File: src/cqlg_pkg.sv
// Constants and types shared by the chopped quadrature oscillator generator
package cqlg_pkg;
  localparam int CNT_W = 5;
  localparam logic [4:0] DIV_LO_LONG = 5'h0C;
  localparam logic [4:0] DIV_LO_SHORT = 5'h03;
  localparam logic [4:0] DIV_HI_LONG = 5'h10;
  localparam logic [4:0] DIV_HI_SHORT = 5'h04;
  localparam logic [4:0] CNT_RESET = 5'h00;
  localparam int SYNC_W = 7;
  localparam int PIN_CHAIN = 0;
  localparam int PIN_FAST = 1;
  localparam int PIN_REF = 2;
  localparam int PIN_DREF = 3;
  localparam int PIN_FLAG = 4;
  localparam int PIN_CAL_EN = 5;
  localparam int PIN_CAL_VAL = 6;

  typedef struct packed {
    logic p;
    logic n;
  } cqlg_pair_s;

  localparam cqlg_pair_s PAIR_RESET = '{p: 1'b0, n: 1'b1};
endpackage

File: src/cqlg_sync2.sv
// Two-stage synchroniser for asynchronous pin inputs
`timescale 1ns/1ns
module cqlg_sync2 #(
  parameter int WIDTH = 1
) (
  input wire logic mclk,
  input wire logic rst,
  input wire logic [WIDTH-1:0] d,
  output logic [WIDTH-1:0] q
);
  logic [WIDTH-1:0] meta;

  always_ff @(posedge mclk) begin
    if (rst) begin
      meta <= '0;
      q <= '0;
    end else begin
      meta <= d;
      q <= meta;
    end
  end
endmodule

File: src/cqlg_top.sv
// Chop divider, retiming and quadrature oscillator drive generator
`timescale 1ns/1ns
module cqlg_top (
  input wire logic mclk,
  input wire logic rst,
  input wire logic chain_clock,
  input wire logic fast_chain_clock,
  input wire logic ref_clock,
  input wire logic double_ref_clock,
  input wire logic octave_half_flag,
  input wire logic calibration_override_enable,
  input wire logic calibration_octave_half,
  input wire logic short_time_constant_select,
  output logic chop,
  output logic sample_sync,
  output logic octave_half_select,
  output cqlg_pkg::cqlg_pair_s inphase_lo_drive,
  output cqlg_pkg::cqlg_pair_s quadrature_lo_drive
);
  logic [cqlg_pkg::SYNC_W-1:0] pins_raw;
  logic [cqlg_pkg::SYNC_W-1:0] pins;
  logic [3:0] clk_prev;
  logic [1:0] sel_prev;
  logic [cqlg_pkg::CNT_W-1:0] cnt;
  logic sync_edge;
  logic chop_rt;
  logic tc_short;
  logic [1:0] sync_edges;

  function automatic logic [4:0] half_count(input logic oh, input logic short_tc);
    if (oh) begin
      half_count = short_tc ? cqlg_pkg::DIV_HI_SHORT : cqlg_pkg::DIV_HI_LONG;
    end else begin
      half_count = short_tc ? cqlg_pkg::DIV_LO_SHORT : cqlg_pkg::DIV_LO_LONG;
    end
  endfunction

  assign pins_raw = {calibration_octave_half, calibration_override_enable, octave_half_flag,
                     double_ref_clock, ref_clock, fast_chain_clock, chain_clock};

  cqlg_sync2 #(.WIDTH(cqlg_pkg::SYNC_W)) u_sync (
    .mclk(mclk),
    .rst(rst),
    .d(pins_raw),
    .q(pins)
  );

  // Select decode and edge detection on synchronised pins
  wire sel_oh = pins[cqlg_pkg::PIN_CAL_EN] ? pins[cqlg_pkg::PIN_CAL_VAL] : pins[cqlg_pkg::PIN_FLAG];
  wire [4:0] half = half_count(sel_oh, tc_short);
  wire restart = {sel_oh, tc_short} != sel_prev;
  wire chain_edge = pins[cqlg_pkg::PIN_CHAIN] != clk_prev[0];
  wire fast_rise = pins[cqlg_pkg::PIN_FAST] & ~clk_prev[1];
  wire dref_rise = pins[cqlg_pkg::PIN_DREF] & ~clk_prev[3];
  wire dref_fall = ~pins[cqlg_pkg::PIN_DREF] & clk_prev[3];
  wire half_done = chain_edge && (cnt == half - 5'h01);
  wire chopped_ref = chop_rt ^ pins[cqlg_pkg::PIN_REF];

  assign octave_half_select = sel_oh;

  always_ff @(posedge mclk) begin
    if (rst) begin
      clk_prev <= 4'h0;
      sel_prev <= 2'h0;
      tc_short <= 1'b0;
    end else begin
      clk_prev <= {pins[cqlg_pkg::PIN_DREF], pins[cqlg_pkg::PIN_REF],
                   pins[cqlg_pkg::PIN_FAST], pins[cqlg_pkg::PIN_CHAIN]};
      sel_prev <= {sel_oh, tc_short};
      tc_short <= short_time_constant_select;
    end
  end

  // Both chain edges counted so odd divisors still give equal halves
  always_ff @(posedge mclk) begin
    if (rst || restart) begin
      cnt <= cqlg_pkg::CNT_RESET;
      chop <= 1'b0;
      sample_sync <= 1'b0;
      sync_edge <= 1'b0;
    end else if (chain_edge) begin
      cnt <= half_done ? cqlg_pkg::CNT_RESET : cnt + 5'h01;
      if (half_done) begin
        chop <= ~chop;
      end
      if (half_done && !chop) begin
        sample_sync <= 1'b1;
        sync_edge <= 1'b0;
      end else if (sample_sync) begin
        sync_edge <= 1'b1;
        if (sync_edge) begin
          sample_sync <= 1'b0;
        end
      end
    end
  end

  // Retime chop and form the quadrature drives
  always_ff @(posedge mclk) begin
    if (rst) begin
      chop_rt <= 1'b0;
      inphase_lo_drive <= cqlg_pkg::PAIR_RESET;
      quadrature_lo_drive <= cqlg_pkg::PAIR_RESET;
    end else begin
      if (fast_rise) begin
        chop_rt <= chop;
      end
      if (dref_rise) begin
        inphase_lo_drive <= '{p: chopped_ref, n: ~chopped_ref};
      end
      if (dref_fall) begin
        quadrature_lo_drive <= '{p: ~chopped_ref, n: chopped_ref};
      end
    end
  end

  // Chain edges counted while sync is high
  always_ff @(posedge mclk) begin
    if (rst || !sample_sync) begin
      sync_edges <= 2'h0;
    end else if (chain_edge && sync_edges != 2'h3) begin
      sync_edges <= sync_edges + 2'h1;
    end
  end
endmodule

File: config.mk
export PLATFORM = sky130hd
export DESIGN_NAME = cqlg_top
export DESIGN_NICKNAME = d
export VERILOG_FILES = /design/src/cqlg_pkg.sv /design/src/cqlg_sync2.sv /design/src/cqlg_top.sv
export SDC_FILE = /design/constraint.sdc
export NUM_CORES = 1
export LEC_CHECK = 0
export ABC_AREA = 1
export BUFFER_PORTS_ARGS = -buffer_cell sky130_fd_sc_hd__buf_4
export CAP_MARGIN = 30
export CORE_ASPECT_RATIO = 0.6
export CORE_MARGIN = 3
export CORE_UTILIZATION = 45
export CTS_CLUSTER_DIAMETER = 120
export DETAILED_ROUTE_END_ITERATION = 8
export GPL_TIMING_DRIVEN = 0
export HOLD_SLACK_MARGIN = 0.1
export PLACE_DENSITY = 0.67
export SYNTH_ARGS = -nofsm -noshare
export SYNTH_HDL_FRONTEND = slang
export SYNTH_SLANG_ARGS = --single-unit
File: constraint.sdc
create_clock -name mclk -period 2 [get_ports mclk]
set_input_delay 0.1 -clock mclk [delete_from_list [all_inputs] [get_ports mclk]]
set_output_delay 0.1 -clock mclk [all_outputs]
set_load 0.005 [all_outputs]
==> results.txt, run 1 <==
- Multiplexer fraction of the synthesized cell area: 0%
* Most frequently used cell type in the post-synthesis netlist: sky130_fd_sc_hd__dfxtp_1
* IO Port Bufs: 16
- At the worst endpoint, the arrival time is 1.39 ns.
* Number of antenna cells inserted: 0
- Once detailed placement completed, the half-perimeter wirelength came to 1680 um.
- Adder-cell share of the synthesized area: 0.973%
- Leakage power total: 0.740 nW
- The tool flagged a number of max-cap violations equal to 0.
* Total Routed Length: 2210 um
- Averaged over all synthesized cells, the footprint is 7.94 sq um.
- Number of global-route vias before repair: 874
- Of the synthesized area, sequential elements account for 51.4%.
- Post-route clock period utilization: 61.1%
- The clock drives 33 sinks.
* Area share of the largest cell type after synthesis: 51.4%
- Derived from the worst setup path, the maximum achievable clock frequency is 818 MHz.
- Count of cell types in the netlist: 27
- Final Slew Violations: 0
- Top post-synthesis cells by count: sky130_fd_sc_hd__dfxtp_1 (33), sky130_fd_sc_hd__inv_1 (28), sky130_fd_sc_hd__nor2_1 (27)
- Entering global routing, the biggest net connects 11 pins.
- Setup repair after global routing missed its margin: false
- Later-pin clock latency in the skew report: 0.28 ns
* Detailed-route vias per instance: 4.52
- For flop-to-flop paths, the worst setup slack is 0.78 ns.
- In this run the cell area measured after placement is 1450 sq um.
- STA classifies the critical path endpoint as a register.
* Share of layout cells above drive strength 1: 23.3%
- The finished cells cover 1610 sq um.
- Outcome: finished clean
- After synthesis the netlist holds a flip-flop and latch count of 33.
- Dominant combinational cell family by area after synthesis: simple AND/OR/NAND/NOR gates
- Measured along the x axis, the die boundary spans 75.0 um.
- The count of final hold-check violations is 0.
- DR DRC count: 0
* Area inside the core boundary: 2610 sq um
- In the global route stage, overall resource usage came out at 15.0%.
- Leftover overflow at the end of global routing: 0
* Post-layout net count: 204
- Counting I/O delays and the setup requirement, the final critical path takes 1.22 ns.
- Iter 0 DRT Violations: 54
- Total CTS buffers: 5
* Compound-Gate Fraction of Synth Area: 7.98%
* Synth top area cells: sky130_fd_sc_hd__dfxtp_1 (51%), sky130_fd_sc_hd__inv_1 (8.2%), sky130_fd_sc_hd__nor2_1 (7.9%)
- Number of instances in the synthesized netlist: 162
* Wire length of the first global-routing pass: 3730 um
- Cts repair resizes: 0
* Number of buffers on the longest clock path: 2
- Summing internal, switching and leakage power gives 1.28 mW.
* HP Class: input port to register
- Summed instance area of the synthesized netlist: 1290 sq um
- CTS tree: done
- Yosys warning count: 0
* Maximum vdd ir drop: 0.490 mV
* Worst path required time: 2.17 ns
- Placement row count: 14
- Overall die height: 47.4 um
* Maximum fanout along the worst path: 6
- Dominant cell type by area after synthesis: sky130_fd_sc_hd__dfxtp_1
- Cells fill 61.8% of the core in the end.
- For this run, the detailed router's first-pass iteration total came to 6.
- Synth Area in XOR/XNOR: 0.681%
- Worst hold slack: 0.148 ns
- Kind of start point of the critical path: register
- Transition time of the tightest slew-check pin: 0.428 ns
* FFs w/ async S/R, synth: 0%
* CTS clock-pin slew for the worst setup and hold paths: 0.06 ns
- Setup violations remaining at the end of the flow were counted as 0.
- Worst clock skew: 0.00392 ns
- Once the floorplan was initialized, standard cells occupied 49.3% of the core.
* Global placer's final weighted congestion: 0.823
- Power spread over the standard cell area amounts to 796 nW/um^2.
* CTS H-tree lvls: 2
* Number of enable-type register cells in the synthesized netlist: 0
- Routed Antenna Nets: 0
* Fraction of the mapped netlist area in simple logic gates: 28.0%
* Detail-routed net length per standard cell: 9.80 um
- Vias after detailed routing: 1016
- Growth of design area from synthesis to finish: 25.4%
- Buffer cell driving the clock tree root: sky130_fd_sc_hd__clkbuf_8
- IO Pins: 17
- Antenna violations before repair: 0
- The floorplan step defined a die boundary enclosing 3560 sq um.
- Final sum of negative setup slack: 0 ns
- Worst Setup Path Type: register to register
- In this run the tightest slew margin relative to its limit is 71.5%.
* Most common flop cell mapped by yosys: sky130_fd_sc_hd__dfxtp_1
* Synthesized net count: 173
==> placed cells by master (no fill, tap or decap), drive strengths merged <==
cell type / synthesis / final
o211a: 1 / 1
nand4: 3 / 3
o21ai: 5 / 5
buf: 0 / 16
nor3: 3 / 3
nand3: 10 / 10
or2: 2 / 2
nor2: 29 / 29
inv: 35 / 35
ha: 1 / 1
nand2: 28 / 28
clkbuf: 2 / 9
xnor2: 1 / 1
dfxtp: 33 / 33
a21oi: 9 / 9
dlygate4sd3: 0 / 8
==> critical path, stage by stage, from the launching register on <==
cell	delay (ns)
sky130_fd_sc_hd__dfxtp_1	0.40
sky130_fd_sc_hd__inv_2	0.10
sky130_fd_sc_hd__nand2_1	0.08
sky130_fd_sc_hd__nand3_1	0.09
sky130_fd_sc_hd__nor2_2	0.12
sky130_fd_sc_hd__nand3_2	0.16
sky130_fd_sc_hd__nand3_1	0.12
sky130_fd_sc_hd__nor2_1	0.04
==> through the flow <==
| stage | instances | setup WS, ns |
|---|---|---|
| after floorplan | 162 | 0.941 |
| after global placement | 210 | 0.806 |
| after detailed placement | 210 | 0.798 |
| after CTS | 225 | 0.788 |
| after global routing | 225 | 0.652 |
| final | 225 | 0.777 |
==> registers in the layout (all words and copies together) (netlist names), 2 cells and up <==
register             cells
clk_prev                 3
quadrature_lo_drive      2
u_sync.meta              7
u_sync.q                 7
cnt                      5
inphase_lo_drive         2
sel_prev                 2
==> report_power, final <==
part	switching, mW	internal (mW)
Clock	0.213	0.272
Sequential	0.0105	0.681
Combinational	0.0567	0.0514
Total	0.280	1.00
==> cell type report <==
type | count | area [sq um]
sequential | 33 | 661
clock buffer | 7 | 86.3
inverter | 35 | 134
fill | 245 | 997
multi-input combinational | 92 | 484
tap | 32 | 40.0
timing repair buffer | 24 | 200
buffer | 2 | 7.51
==> routing by layer <==
| metal | vias to the layer above | share of wire [%] | GRT usage, % |
|---|---|---|---|
| met5 | - | 0 | 0 |
| met4 | 0 | 1.1 | 8.51 |
| met3 | 4 | 5.0 | 7.13 |
| met2 | 16 | 44 | 22.3 |
| met1 | 441 | 50 | 18.2 |
| li1 | 555 | - | - |
==> repair_timing <==
| action | 4_1_cts | 5_1_grt |
|---|---|---|
| hold buffers | 8 | 0 |
| setup buffers | 0 | 0 |
| hold endpoints to repair | 8 | 0 |
==> worst paths after layout <==
path                                     start                   to  cells after the start
worst max-delay path                  tc_short               cnt[4]                      7
worst min-delay path                       rst  inphase_lo_drive[0]                      3
worst max register to register        tc_short               cnt[4]                      7
worst min register to register  u_sync.meta[3]          u_sync.q[3]                      2
==> kinds of logic after synthesis <==
kind of cell,after synthesis
AO/OA/AOI/OAI,15
AND/OR/NAND/NOR,75
flip-flops,33
adder cells (fa/ha/maj),1
XOR/XNOR,1
buffers and inverters,37
Power figures use the tool's default switching activity.
==> run 2: changes to the inputs <==
--- a/config.mk
+++ b/config.mk
@@ -5,7 +5,7 @@
 export SDC_FILE = /design/constraint.sdc
 export NUM_CORES = 1
 export LEC_CHECK = 0
-export ABC_AREA = 1
+export ABC_AREA = 0
 export BUFFER_PORTS_ARGS = -buffer_cell sky130_fd_sc_hd__buf_4
 export CAP_MARGIN = 30
 export CORE_ASPECT_RATIO = 0.6
==> constraint.sdc (replaced) <==
create_clock -name mclk -period 1.2 [get_ports mclk]
set_input_delay 0.06 -clock mclk [delete_from_list [all_inputs] [get_ports mclk]]
set_output_delay 0.06 -clock mclk [all_outputs]
set_load 0.005 [all_outputs]
==> results.txt, run 2 <==
* Worst hold slack: 0.436 ns (was 0.148 ns)
- The HPWL after detailed placement came to 1490 um (was 1680 um).
- HP Class: register to register (was input port to register)
- Outcome: complete, but fails checks (was finished clean).
* Vias after detailed routing: 853 (was 1016)
- The number of violations reported at the end of detailed-routing iteration 0 came to 33 (was 54).
* Final number of setup-violating endpoints: 9 (was 0)
- The initial antenna violation count came to 0 (unchanged).
- Final hold violation count: 0 (unchanged)
- The signal arrival time at the worst endpoint was 1.59 ns (was 1.39 ns).
* Overall power: 2.15 mW (was 1.28 mW)
- Pin count of the biggest net entering global routing: 11 (unchanged)
- The slack of the worst reg-to-reg path came to -0.21 ns (was 0.78 ns).
* CTS tree: done (unchanged)
* Final Slew Violations: 0 (unchanged)
- The placeable core region came to 2360 sq um (was 2610 sq um).
* Share of layout cells above drive strength 1: 29.5% (was 23.3%)
- The final cycle utilization of the critical path is 117% (was 61.1%).
- The number of cells on the worst reg-to-reg path came to 5 (was 7).
- The cell leakage power came to 0.672 nW (was 0.740 nW).
- The total number of nets in the final design is 160 (was 204).
- The maximum clock path buffer count came to 2 (unchanged).
* Worst Hold Launch: u_sync.meta[3] (was rst)
* Leading cell type in the layout, fill and taps excluded: sky130_fd_sc_hd__dfxtp_1 (unchanged)
- The synthesis-to-layout area growth was 35.7% (was 25.4%).
- The largest fanout of any net on the critical path was 6 (unchanged).
* Detail-routed net length per standard cell: 12.3 um (was 9.80 um)
* Global placer's final weighted congestion: 0.756 (was 0.823)
- The max capacitance violation total was 0 (unchanged).
- The final setup skew was 0.00478 ns (was 0.00392 ns).
- Die Span X: 73.0 um (was 75.0 um)
- Summed instance area of the synthesized netlist: 1210 sq um (was 1290 sq um)
* Number of sinks handled by clock tree synthesis: 33 (unchanged)
- Worst Hold Depth: 1 (was 3)
- Setup repair after global routing missed its margin: true (was false)
- Most frequently used cell type in the post-synthesis netlist: sky130_fd_sc_hd__dfxtp_1 (unchanged)
- The top-area cell type share of the netlist area came to 54.4% (was 51.4%).
* Pre-CTS setup slack: -0.191 ns (was 0.798 ns)
* IO Port Bufs: 16 (unchanged)
- Maximum vdd ir drop: 0.911 mV (was 0.490 mV)
- FFs w/ async S/R, synth: 0% (unchanged)
* Later-pin clock latency in the skew report: 0.27 ns (was 0.28 ns)
- The post-detailed-routing wire length is 2210 um (about the same).
* Most common flop cell mapped by yosys: sky130_fd_sc_hd__dfxtp_1 (unchanged)
- The source of the worst register-to-register timing path is u_sync.q[5] (was tc_short).
- The largest area contributor in the synthesized netlist is sky130_fd_sc_hd__dfxtp_1 (unchanged).
- Failing checks: negative setup slack
* GRT Resource Usage Total: 16.1% (was 15.0%)
- Worst R2R End: cnt[0] (was cnt[4])
* Yosys warning count: 0 (unchanged)
* Total CTS buffers: 5 (unchanged)
- Buffer cell driving the clock tree root: sky130_fd_sc_hd__clkbuf_8 (unchanged)
- The sequential element share of the synthesized area came to 54.4% (was 51.4%).
- The via count normalized by instance count came to 4.77 (was 4.52).
- Top post-synthesis cells by count: sky130_fd_sc_hd__dfxtp_1 (33), sky130_fd_sc_hd__nor2b_1 (22), sky130_fd_sc_hd__nand2_1 (5), sky130_fd_sc_hd__xor2_1 (5) (was sky130_fd_sc_hd__dfxtp_1 (33), sky130_fd_sc_hd__inv_1 (28), sky130_fd_sc_hd__nor2_1 (27)).
- The starting utilization of the core area was 51.5% (was 49.3%).
* Shortest period the worst path allows: 1.41 ns (was 1.22 ns)
- Per-instance average area after synthesis: 10.6 sq um (was 7.94 sq um)
- The power density normalized to cell area was 1310 nW/um^2 (was 796 nW/um^2).
- The row count was 13 (was 14).
* Wire length of the first global-routing pass: 3800 um (was 3730 um)
- The worst hold endpoint is u_sync.q[3] (was inphase_lo_drive[0]).
- The start-to-end type of the worst setup path is register to register (unchanged).
- The endpoint kind of the worst setup timing path was a register (unchanged).
- Flip-flop and latch count after synthesis: 33 (unchanged)
* Transition time of the tightest slew-check pin: 0.407 ns (was 0.428 ns)
* Number of global-route vias before repair: 798 (was 874)
* IO Pins: 17 (unchanged)
- Synth top area cells: sky130_fd_sc_hd__dfxtp_1 (54%), sky130_fd_sc_hd__nor2b_1 (11%), sky130_fd_sc_hd__xor2_1 (3.6%) (was sky130_fd_sc_hd__dfxtp_1 (51%), sky130_fd_sc_hd__inv_1 (8.2%), sky130_fd_sc_hd__nor2_1 (7.9%)).
- The number of flops mapped to enable cells by yosys is 0 (unchanged).
- The count of different cell masters after synthesis came to 30 (was 27).
- Overall die height: 46.2 um (was 47.4 um)
* Number of instances in the synthesized netlist: 114 (was 162)
- The setup slack after layout is -0.205 ns (was 0.777 ns).
* DR DRC count: 0 (unchanged)
- The type of element launching the critical path is a register (unchanged).
- The worst slew margin relative to its limit came to 72.9% (was 71.5%).
- The post-synth net total came to 125 (was 173).
* Total die area: 3380 sq um (was 3560 sq um)
- Leftover overflow at the end of global routing: 0 (unchanged)
* Worst path required time: 1.38 ns (was 2.17 ns)
- The maximum operating frequency came to 712 MHz (was 818 MHz).
- The number of H-tree levels came to 2 (unchanged).
- Largest registers: u_sync.meta (7), u_sync.q (7), cnt (5) (unchanged).
* Commonest non-fill, non-tap cells in the layout: sky130_fd_sc_hd__dfxtp_1 (28), sky130_fd_sc_hd__nor2b_1 (22), sky130_fd_sc_hd__buf_4 (17), sky130_fd_sc_hd__dlygate4sd3_1 (9), sky130_fd_sc_hd__clkbuf_8 (6) (was sky130_fd_sc_hd__dfxtp_1 (33), sky130_fd_sc_hd__inv_1 (28), sky130_fd_sc_hd__nor2_1 (27), sky130_fd_sc_hd__nand2_1 (22), sky130_fd_sc_hd__buf_4 (16))
- The count of antenna-violating nets left after detailed routing was 0 (unchanged).
- The total inserted antenna cells came to 0 (unchanged).
- CTS clock-pin slew for the worst setup and hold paths: 0.06 ns (about the same)
- First-pass detailed-route iteration total: 4 (was 6)
-- run 2: cell types whose count changed after synthesis, moves of 3 or more --
cell,delta
sky130_fd_sc_hd__nand2_2,-4
sky130_fd_sc_hd__xor2_1,+5
sky130_fd_sc_hd__inv_2,-5
sky130_fd_sc_hd__inv_1,-25
sky130_fd_sc_hd__mux2i_1,+3
sky130_fd_sc_hd__a21oi_1,-3
sky130_fd_sc_hd__nor2_1,-23
sky130_fd_sc_hd__nand3_1,-4
sky130_fd_sc_hd__nor2b_1,+22
sky130_fd_sc_hd__nand2_1,-17
-- run 2: area by class of cell --
cell class              instances  area (sq um)
plain buffers                   2          8.76
clock buffers                   7          86.3
fillers                       173           712
inverters                       4          17.5
multi-input cells              75           587
flip-flops and latches         33           669
well taps                      30          37.5
repair buffers                 28           240
-- run 2: cell families (layout without fill, tap and decap cells) --
kind of cell,count (synthesis),in the layout,synth area share (%)
and+or+nand+nor,49,49,24.4
DFF,33,33,54.4
adders and majority gates,1,1,1.03
buffers and inverters,6,41,1.86
muxes,3,3,2.47
xor gates and xnor gates,8,8,7.94
AOI/OAI and AO/OA,14,14,7.83
-- run 2: power by group --
part / total, mW / switching [mW] / internal [mW]
Sequential: 1.16 / 0.0238 / 1.13
Combinational: 0.188 / 0.0823 / 0.105
Clock: 0.806 / 0.352 / 0.454
-- run 2: worst max-delay path, cell delays in order, from the launching register on --
cell and delay (ns):
sky130_fd_sc_hd__dfxtp_2 0.35, sky130_fd_sc_hd__mux2i_4 0.30, sky130_fd_sc_hd__inv_4 0.09, sky130_fd_sc_hd__xnor2_4 0.26
sky130_fd_sc_hd__nand2_4 0.11, sky130_fd_sc_hd__o31ai_2 0.20
-- run 2: worst max-delay path by stage --
stage	from	end	slack [ns]
3_3_place_gp	u_sync.q[0]	chop	-0.17
3_5_place_dp	tc_short	cnt[0]	-0.19
6_report	u_sync.q[5]	cnt[0]	-0.21
2_1_floorplan	u_sync.q[5]	cnt[0]	-0.04
5_1_grt	u_sync.q[5]	cnt[0]	-0.27
4_1_cts	u_sync.q[5]	cnt[0]	-0.13
-- run 2: layer usage --
metal | track usage (%) | routed length, um | vias up
met4 | 7.72 | 38 | 0
met5 | 0 | 0 | -
li1 | - | - | 449
met3 | 6.54 | 160 | 7
met2 | 24.0 | 970 | 25
met1 | 20.4 | 1040 | 372
-- run 2: metrics by stage --
step	setup TNS (ns)	utilization [%]	std cells	area [sq um]
2_1_floorplan	-0.113	-	114	1230
3_3_place_gp	-0.989	58.9	160	1390
3_5_place_dp	-1.13	58.9	160	1390
4_1_cts	-0.924	69.0	179	1630
5_1_grt	-2.03	69.8	179	1650
6_report	-1.35	69.8	179	1650
-- run 2: timing repair --
action	CTS	global route
resized for setup	9	6
setup endpoints to repair	8	11
endpoints found under the hold margin	11	0
setup buffers	3	0
pin swaps	4	1
hold buffers	9	0
